`src/pkg/gp_defines.svh`:
```
// constants for the two-pin function control block and its host end
// assumes inclusion by bare name from package and design files
`ifndef GP_DEFINES_SVH
`define GP_DEFINES_SVH
// device register map
`define GP_ADDR_CTL 8'h20
`define GP_ADDR_STS 8'h21
`define GP_ADDR_MSK 8'h22
`define GP_CTL_RESET 8'h00
// control register fields
`define GP_B_P1_SEL 0
`define GP_B_P1_DIR 1
`define GP_B_P1_DAT 2
`define GP_B_P2_SEL 3
`define GP_B_P2_DIR 4
`define GP_B_P2_DAT 5
`define GP_B_INT_EN 6
`define GP_B_UNUSED 7
// status and mask fields
`define GP_B_EV_P1 0
`define GP_B_EV_P2 1
`define GP_B_EV_FLT 2
`define GP_EV_W 3
// host command port map
`define GP_H_ADDR 8'h00
`define GP_H_DATA 8'h01
`define GP_H_CMD 8'h02
`define GP_H_STAT 8'h03
`define GP_H_RDAT 8'h04
`define GP_C_WRITE 0
`define GP_C_READ 1
`define GP_C_REFRESH 2
`endif

```
`src/pkg/gp_pkg.sv`:
```
// types shared by the device end and the host end
// assumes gp_defines.svh on the include path
`include "gp_defines.svh"
package gp_pkg;
    typedef enum logic [2:0]
    {
        GP_H_IDLE = 3'b000,
        GP_H_WR1 = 3'b001,
        GP_H_WR2 = 3'b010,
        GP_H_RD = 3'b011,
        GP_H_CAP = 3'b100
    } gp_hstate_t;
endpackage

```
`src/pkg/gp_link_if.sv`:
```
// register link between host end and device end
// assumes both ends run on the same clock
`timescale 1ns/1ps
`default_nettype none
interface gp_link_if;
    logic [7:0] addr;
    logic [7:0] wdata;
    logic wr;
    logic rd;
    logic [7:0] rdata;
    modport host
    (
        output addr,
        output wdata,
        output wr,
        output rd,
        input rdata
    );
    modport dev
    (
        input addr,
        input wdata,
        input wr,
        input rd,
        output rdata
    );
endinterface
`default_nettype wire

```
`src/rtl/gp_dev.sv`:
```
// device end: function control for two multifunction pins
// assumes link strobes on CLOCK, pins asynchronous to CLOCK
//
// Strobed register access was decided locally.
`timescale 1ns/1ps
`default_nettype none
`include "gp_defines.svh"
module gp_dev
    import gp_pkg::*;
(
    input wire logic CLOCK,
    input wire logic RST,
    gp_link_if.dev LINK,
    input wire logic MULTI_PIN_ONE_I,
    output logic MULTI_PIN_ONE_O,
    output logic MULTI_PIN_ONE_OE_N,
    input wire logic MULTI_PIN_TWO_I,
    output logic MULTI_PIN_TWO_O,
    output logic MULTI_PIN_TWO_OE_N,
    input wire logic FAULT_EVENT,
    output logic RF_SYNC_INPUT_ONE,
    output logic RF_SYNC_INPUT_TWO,
    output logic IRQ
);
    typedef struct packed
    {
        logic [7:0] ctl;
        logic arm1;
        logic arm2;
        logic pend1;
        logic pend2;
        logic [2:0] sy1;
        logic [2:0] sy2;
        logic lvl1;
        logic lvl2;
        logic [`GP_EV_W-1:0] sts;
        logic [`GP_EV_W-1:0] msk;
        logic [7:0] rdata;
        logic irq;
        logic p1_o;
        logic p1_oe_n;
        logic p2_o;
        logic p2_oe_n;
        logic sync1;
        logic sync2;
    } gp_dev_st_t;

    gp_dev_st_t st_ff;
    gp_dev_st_t nxt_st;

    logic wr_ctl;
    logic out1_req;
    logic out2_req;
    logic in1_gpio;
    logic in2_gpio;
    logic int_mode;
    logic [`GP_EV_W-1:0] ev;
    logic [7:0] new_ctl;

    always_comb
    begin
        nxt_st = st_ff;
        wr_ctl = LINK.wr && (LINK.addr == `GP_ADDR_CTL);
        out1_req = LINK.wdata[`GP_B_P1_SEL] && LINK.wdata[`GP_B_P1_DIR];
        out2_req = LINK.wdata[`GP_B_P2_SEL] && LINK.wdata[`GP_B_P2_DIR];
        in1_gpio = LINK.wdata[`GP_B_P1_SEL] && !LINK.wdata[`GP_B_P1_DIR];
        in2_gpio = LINK.wdata[`GP_B_P2_SEL] && !LINK.wdata[`GP_B_P2_DIR];
        ev = '0;
        new_ctl = LINK.wdata;

        // three-stage synchronisers; level accepted once stages two and three agree
        nxt_st.sy1 = {st_ff.sy1[1:0], MULTI_PIN_ONE_I};
        nxt_st.sy2 = {st_ff.sy2[1:0], MULTI_PIN_TWO_I};
        if (st_ff.sy1[1] == st_ff.sy1[2])
        begin
            nxt_st.lvl1 = st_ff.sy1[2];
        end
        if (st_ff.sy2[1] == st_ff.sy2[2])
        begin
            nxt_st.lvl2 = st_ff.sy2[2];
        end

        // input change events only while the pin is a gpio input
        ev[`GP_B_EV_P1] = (nxt_st.lvl1 != st_ff.lvl1)
            && st_ff.ctl[`GP_B_P1_SEL] && !st_ff.ctl[`GP_B_P1_DIR];
        ev[`GP_B_EV_P2] = (nxt_st.lvl2 != st_ff.lvl2)
            && st_ff.ctl[`GP_B_P2_SEL] && !st_ff.ctl[`GP_B_P2_DIR];
        ev[`GP_B_EV_FLT] = FAULT_EVENT;

        if (wr_ctl)
        begin
            // input bits take the pin level at the write, not live later
            if (in1_gpio)
            begin
                new_ctl[`GP_B_P1_DAT] = st_ff.lvl1;
            end
            if (in2_gpio)
            begin
                new_ctl[`GP_B_P2_DAT] = st_ff.lvl2;
            end
            new_ctl[`GP_B_UNUSED] = 1'b0;
            nxt_st.ctl = new_ctl;

            // output drive is armed only by two writes in succession
            if (!out1_req)
            begin
                nxt_st.arm1 = 1'b0;
                nxt_st.pend1 = 1'b0;
            end
            else if (!st_ff.arm1)
            begin
                nxt_st.arm1 = st_ff.pend1;
                nxt_st.pend1 = !st_ff.pend1;
            end
            if (!out2_req)
            begin
                nxt_st.arm2 = 1'b0;
                nxt_st.pend2 = 1'b0;
            end
            else if (!st_ff.arm2)
            begin
                nxt_st.arm2 = st_ff.pend2;
                nxt_st.pend2 = !st_ff.pend2;
            end
        end
        else if (LINK.wr)
        begin
            // any other write breaks a half-finished set-up pair
            nxt_st.pend1 = 1'b0;
            nxt_st.pend2 = 1'b0;
            if (LINK.addr == `GP_ADDR_STS)
            begin
                nxt_st.sts = st_ff.sts & ~LINK.wdata[`GP_EV_W-1:0];
            end
            if (LINK.addr == `GP_ADDR_MSK)
            begin
                nxt_st.msk = LINK.wdata[`GP_EV_W-1:0];
            end
        end
        // a new event wins over a clear in the same cycle
        nxt_st.sts = nxt_st.sts | ev;
        nxt_st.irq = |(nxt_st.sts & nxt_st.msk);

        // read data stands the cycle after the strobe only
        nxt_st.rdata = 8'h00;
        if (LINK.rd)
        begin
            unique case (LINK.addr)
                `GP_ADDR_CTL: nxt_st.rdata = {1'b0, st_ff.ctl[6:0]};
                `GP_ADDR_STS: nxt_st.rdata = {5'h00, st_ff.sts};
                `GP_ADDR_MSK: nxt_st.rdata = {5'h00, st_ff.msk};
                default: nxt_st.rdata = 8'h00;
            endcase
        end

        // pin one: sync input or gpio; drive only once armed
        nxt_st.p1_o = nxt_st.ctl[`GP_B_P1_DAT];
        nxt_st.p1_oe_n = !(nxt_st.ctl[`GP_B_P1_SEL] && nxt_st.ctl[`GP_B_P1_DIR]
            && nxt_st.arm1);
        nxt_st.sync1 = nxt_st.ctl[`GP_B_P1_SEL] ? 1'b0 : nxt_st.lvl1;

        // pin two: interrupt mode needs bit6 and bits 4:3 both set
        int_mode = nxt_st.ctl[`GP_B_INT_EN] && nxt_st.ctl[`GP_B_P2_DIR]
            && nxt_st.ctl[`GP_B_P2_SEL] && nxt_st.arm2;
        if (int_mode)
        begin
            // open-drain active low: pulled low only while interrupt pends
            nxt_st.p2_o = 1'b0;
            nxt_st.p2_oe_n = !nxt_st.irq;
        end
        else
        begin
            nxt_st.p2_o = nxt_st.ctl[`GP_B_P2_DAT];
            nxt_st.p2_oe_n = !(nxt_st.ctl[`GP_B_P2_SEL]
                && nxt_st.ctl[`GP_B_P2_DIR] && nxt_st.arm2);
        end
        // with bit6 clear or bits 4:3 not both set, bit 3 decides
        nxt_st.sync2 = nxt_st.ctl[`GP_B_P2_SEL] ? 1'b0 : nxt_st.lvl2;

        if (RST)
        begin
            nxt_st = '0;
            nxt_st.ctl = `GP_CTL_RESET;
            nxt_st.p1_oe_n = 1'b1;
            nxt_st.p2_oe_n = 1'b1;
        end
    end

    always_ff @(posedge CLOCK)
    begin
        st_ff <= nxt_st;
    end

    assign LINK.rdata = st_ff.rdata;
    assign MULTI_PIN_ONE_O = st_ff.p1_o;
    assign MULTI_PIN_ONE_OE_N = st_ff.p1_oe_n;
    assign MULTI_PIN_TWO_O = st_ff.p2_o;
    assign MULTI_PIN_TWO_OE_N = st_ff.p2_oe_n;
    assign RF_SYNC_INPUT_ONE = st_ff.sync1;
    assign RF_SYNC_INPUT_TWO = st_ff.sync2;
    assign IRQ = st_ff.irq;
endmodule
`default_nettype wire

```
`src/flat_wrapper.sv`:
```
// flat-port wrapper written by rule: the top's interface ports become plain ports
module gp_dev_flat import gp_pkg::*;
  (CLOCK, RST, MULTI_PIN_ONE_I, MULTI_PIN_ONE_O, MULTI_PIN_ONE_OE_N, MULTI_PIN_TWO_I, MULTI_PIN_TWO_O, MULTI_PIN_TWO_OE_N, FAULT_EVENT, RF_SYNC_INPUT_ONE, RF_SYNC_INPUT_TWO, IRQ, LINK_addr, LINK_wdata, LINK_wr, LINK_rd, LINK_rdata);
  gp_link_if LINK_i ();
  input wire logic CLOCK;
  input wire logic RST;
  input wire logic MULTI_PIN_ONE_I;
  output logic MULTI_PIN_ONE_O;
  output logic MULTI_PIN_ONE_OE_N;
  input wire logic MULTI_PIN_TWO_I;
  output logic MULTI_PIN_TWO_O;
  output logic MULTI_PIN_TWO_OE_N;
  input wire logic FAULT_EVENT;
  output logic RF_SYNC_INPUT_ONE;
  output logic RF_SYNC_INPUT_TWO;
  output logic IRQ;
  input wire logic [$bits(LINK_i.addr)-1:0] LINK_addr;
  input wire logic [$bits(LINK_i.wdata)-1:0] LINK_wdata;
  input wire logic [$bits(LINK_i.wr)-1:0] LINK_wr;
  input wire logic [$bits(LINK_i.rd)-1:0] LINK_rd;
  output wire logic [$bits(LINK_i.rdata)-1:0] LINK_rdata;
  assign LINK_i.addr = LINK_addr;
  assign LINK_i.wdata = LINK_wdata;
  assign LINK_i.wr = LINK_wr;
  assign LINK_i.rd = LINK_rd;
  assign LINK_rdata = LINK_i.rdata;
  gp_dev u_core (.CLOCK(CLOCK), .RST(RST), .LINK(LINK_i), .MULTI_PIN_ONE_I(MULTI_PIN_ONE_I), .MULTI_PIN_ONE_O(MULTI_PIN_ONE_O), .MULTI_PIN_ONE_OE_N(MULTI_PIN_ONE_OE_N), .MULTI_PIN_TWO_I(MULTI_PIN_TWO_I), .MULTI_PIN_TWO_O(MULTI_PIN_TWO_O), .MULTI_PIN_TWO_OE_N(MULTI_PIN_TWO_OE_N), .FAULT_EVENT(FAULT_EVENT), .RF_SYNC_INPUT_ONE(RF_SYNC_INPUT_ONE), .RF_SYNC_INPUT_TWO(RF_SYNC_INPUT_TWO), .IRQ(IRQ));
endmodule
```
`config.mk`:
```
export PLATFORM = sky130hd
export DESIGN_NAME = gp_dev_flat
export DESIGN_NICKNAME = d
export VERILOG_FILES = /design/src/pkg/gp_pkg.sv /design/src/pkg/gp_link_if.sv /design/src/rtl/gp_dev.sv /design/src/flat_wrapper.sv
export VERILOG_INCLUDE_DIRS = /design/src /design/src/pkg
export SDC_FILE = /design/constraint.sdc
export NUM_CORES = 1
export LEC_CHECK = 0
export ABC_AREA = 0
export BUFFER_PORTS_ARGS = -buffer_cell sky130_fd_sc_hd__buf_4
export CORE_ASPECT_RATIO = 0.5
export CORE_UTILIZATION = 35
export CTS_CLUSTER_DIAMETER = 50
export DETAILED_ROUTE_END_ITERATION = 8
export GPL_ROUTABILITY_DRIVEN = 0
export PLACE_DENSITY = 0.65
export SLEW_MARGIN = 0
export SYNTH_ARGS = -nofsm -noshare
export SYNTH_HDL_FRONTEND = slang
export SYNTH_SLANG_ARGS = --single-unit
```
`constraint.sdc`:
```
create_clock -name CLOCK -period 1.4 [get_ports CLOCK]
set_input_delay 0.14 -clock CLOCK [delete_from_list [all_inputs] [get_ports CLOCK]]
set_output_delay 0.14 -clock CLOCK [all_outputs]
set_load 0.1 [all_outputs]
```
==> out/qor.json <==
{
  "status": {
    "outcome": "complete, no violations"
  },
  "global_routing": {
    "largest_net_degree_at_the_start_of_global_routing": 27,
    "grt_first_pass_wirelength_um": 5430,
    "globalRouteOverflowTotal": 0,
    "grt_util_all_layers_pct": 14.86,
    "via_count_of_the_first_global_routing_pass": 1096,
    "antenna_violations_before_repair": 0
  },
  "critical_path": {
    "library_cell_contributing_the_largest_single_delay_on_the_critical_path": "nor4b_4",
    "worstRegToRegCells": 5,
    "worst_path_largest_cell_delay_ns": 0.41,
    "worst-path-max-fanout": 6,
    "worst-endpoint-arrival_ns": 1.54,
    "timing.critical_path.max_delay_family": "simple AND/OR/NAND/NOR gates",
    "cp_cell_sequence": "buf_6 -> nor4b_4 -> and4b_2 -> buf_4 -> nand2_1 -> a21oi_1 -> o311ai_2",
    "worst_r2r_endpoint": "u_core.MULTI_PIN_TWO_OE_N$_SDFF_PP1_",
    "rr_startpoint": "u_core.st_ff[28]$_SDFF_PP0_",
    "r2r_setup_slack_ns": 0.03,
    "timing.critical_path.from_type": "input port",
    "endpoint_kind": "register",
    "worst-endpoint-required_ns": 1.56,
    "timing.critical_path.depth": 7,
    "cp.buffers_inverters": 2,
    "worst_setup_path_startpoint": "LINK_addr[6]",
    "path_class": "input port to register"
  },
  "worst_hold_path": {
    "timing.hold.worst.start": "MULTI_PIN_ONE_I",
    "worstHoldEndpoint": "u_core.st_ff[26]$_SDFF_PP0_",
    "min_path_type": "input port to register",
    "hold_path_depth": 2
  },
  "finish": {
    "fin_nets": 233,
    "count_of_antenna_diodes_in_the_layout": 0,
    "most-common-layout-cells": "buf_4, dfxtp_1, nand2_1, nor2_1, nor2b_1",
    "fillers": 383,
    "final_layout_size_suffix_gt1_share_pct": 36.49,
    "flow.area_growth_from_synthesis_pct": 29.86,
    "mostFrequentLayoutCell": "buf_4"
  },
  "power": {
    "swShare_pct": 22.48,
    "powerDensity_mw_per_mm2": 970.3,
    "worst_case_vdd_ir_drop_mv": 0.4037,
    "p_sw_mw": 0.4522,
    "p_seq_share_pct": 54.5,
    "clock_power_share_pct": 38.2,
    "power_report.internal_total_mw": 1.559,
    "p_comb_share_pct": 7.3,
    "leakage_nw": 0.8503
  },
  "cts": {
    "root_buffer": "clkbuf_8",
    "cts.sink_count": 38,
    "hold_buffers": 0,
    "clkSlewWorstSetupHoldPaths_ns": 0.07,
    "clk_latency_ns": 0.29,
    "cts_inserted_buffers": 5,
    "tritoncts_clock_tree": "built",
    "clock_tree.buffer_depth": 2,
    "htree_levels": 2
  },
  "timing": {
    "finalCritPeriodShare_pct": 98.50,
    "finalSetupViolations": 0,
    "final_max_slew_viol_count": 0,
    "final.setup.worst_slack_ns": 0.02096,
    "period_needed_ns": 1.379,
    "rsz0062_at_grt": "yes",
    "max_freq_mhz": 725.1,
    "hold_violations": 0,
    "clock_tree_skew_after_final_layout_ns": 0.005211,
    "fin_tns_setup_ns": 0
  },
  "logic_synthesis": {
    "synth_nets": 188,
    "yosys_register_bits": 38,
    "postSynthAreaPerCell_um2": 9.676,
    "ys_warn_count": 0,
    "syn-instance-count": 165,
    "synth_enable_flop_cells": 0,
    "netlist_area_mm2": 0.001597,
    "yosysUniqueCellTypes": 44,
    "synth_async_sr_flop_share_pct": 0,
    "synth_seq_area_share_pct": 47.65,
    "yosys_most_used_dff": "dfxtp_1"
  },
  "placed_design": {
    "dp_hpwl_um": 2429,
    "port-buffer-count": 35,
    "dpl_worst_slack_ns": -0.3057
  },
  "die": {
    "die_y_um": 49.76,
    "floorplan.die_area_mm2": 0.004852,
    "die_width_um": 97.52,
    "initial_core_util_pct": 38.71,
    "floorplan.core_area_mm2": 0.004124,
    "boundaryPins": 38,
    "placement_rows": 16
  },
  "drt": {
    "route.detailed.vias_per_inst": 4.898,
    "drt_iter0_markers": 43,
    "drc": 0,
    "route.final.wire_length_um": 3535,
    "firstDrtPassIters": 4,
    "wire_per_inst_um": 13.34,
    "routed-via-count": 1298,
    "ant_nets": 0
  },
  "job": {
    "drv.max_cap_violation_count": 0
  }
}
[layer usage]
metal  vias up  share of wire, %  track usage [%]
li1        654                 -                -
met1       599                50            22.17
met2        38                43            19.70
met3         7               5.7            4.255
met4         0               1.3            5.882
met5         -                 0                0
[per-stage QoR]
stage | std cells | total power, mW | hold WS [ns] | util (%) | cell area (um^2)
2_1_floorplan | 165 | 1.192 | 0.2682 | - | 1604
3_3_place_gp | 256 | 1.263 | 0.3573 | 46.81 | 1931
3_5_place_dp | 256 | 1.265 | 0.3569 | 46.81 | 1931
4_1_cts | 265 | 2.027 | 0.05868 | 49.21 | 2029
5_1_grt | 265 | 2.094 | 0.06286 | 50.27 | 2073
6_report | 265 | 2.012 | 0.05797 | 50.27 | 2073
[worst reg2reg max path, stage by stage (launching register included)]
cell,delay [ns]
dfxtp_1,0.36
nand2b_1,0.14
o22ai_2,0.10
a32oi_2,0.27
o22ai_2,0.13
o311ai_2,0.26
[what timing repair did]
action	4_1_cts	5_1_grt
resized for setup	0	9
hold endpoints to repair	0	0
setup buffers	1	0
pin swaps	2	8
endpoints found under the setup margin	1	9
[power groups by stage]
stage | combinational (mW) | clock (mW) | sequential, mW
6_report | 0.147 | 0.768 | 1.10
5_1_grt | 0.159 | 0.838 | 1.10
4_1_cts | 0.145 | 0.787 | 1.10
3_5_place_dp | 0.144 | 0 | 1.12
3_3_place_gp | 0.143 | 0 | 1.12
2_1_floorplan | 0.0705 | 0 | 1.12
[worst max-delay path by stage]
stage / end
final: u_core.MULTI_PIN_TWO_OE_N$_SDFF_PP1_
after global routing: u_core.MULTI_PIN_TWO_OE_N$_SDFF_PP1_
after CTS: u_core.MULTI_PIN_TWO_OE_N$_SDFF_PP1_
after detailed placement: u_core.MULTI_PIN_TWO_OE_N$_SDFF_PP1_
after global placement: u_core.MULTI_PIN_TWO_OE_N$_SDFF_PP1_
after floorplan: u_core.MULTI_PIN_TWO_OE_N$_SDFF_PP1_
[Yosys cell counts (3+ instances only)]
library cell  count  area (um^2)
and2_1            5        31.28
a22oi_1           3        22.52
nor2_1           16        60.06
nand4_1           4        25.02
inv_1             3        11.26
o21ai_0           3        15.01
dfxtp_1          38        760.7
buf_4             9        67.56
nand2b_1          3        18.77
nand2_1          16        60.06
a21oi_1          10        50.05
mux2i_1           6        60.06
nor2b_1          10        62.56
o22ai_1           3        18.77
[sequential cells by signal, summed over array words and instances, names as in the netlist]
name and flops:
u_core.MULTI_PIN_TWO_O 1, u_core.RF_SYNC_INPUT_ONE 1, u_core.RF_SYNC_INPUT_TWO 1, u_core.MULTI_PIN_TWO_OE_N 1
u_core.LINK.rdata 7, u_core.IRQ 1, u_core.st_ff 25, u_core.MULTI_PIN_ONE_OE_N 1
[area by class of cell]
cell class	instances	area, um^2	share of cell area (%)
multi-input cells	108	728.2	35.12
clock buffers	7	86.33	4.164
flip-flops and latches	38	762.0	36.75
inverters	3	11.26	0.5431
well taps	54	67.56	3.259
clock inverters	1	5.005	0.2414
repair buffers	54	412.9	19.92
[logic make-up (layout without fill, tap and decap cells)]
logic type | after synthesis | count (layout) | synth area share (%)
AND/OR/NAND/NOR | 67 | 67 | 24.37
other | 1 | 1 | 0.2349
flip-flops | 38 | 38 | 47.65
buffers and inverters | 19 | 65 | 9.011
multiplexers | 8 | 8 | 5.172
AO/OA/AOI/OAI | 32 | 32 | 13.56
Power figures use the tool's default switching activity.
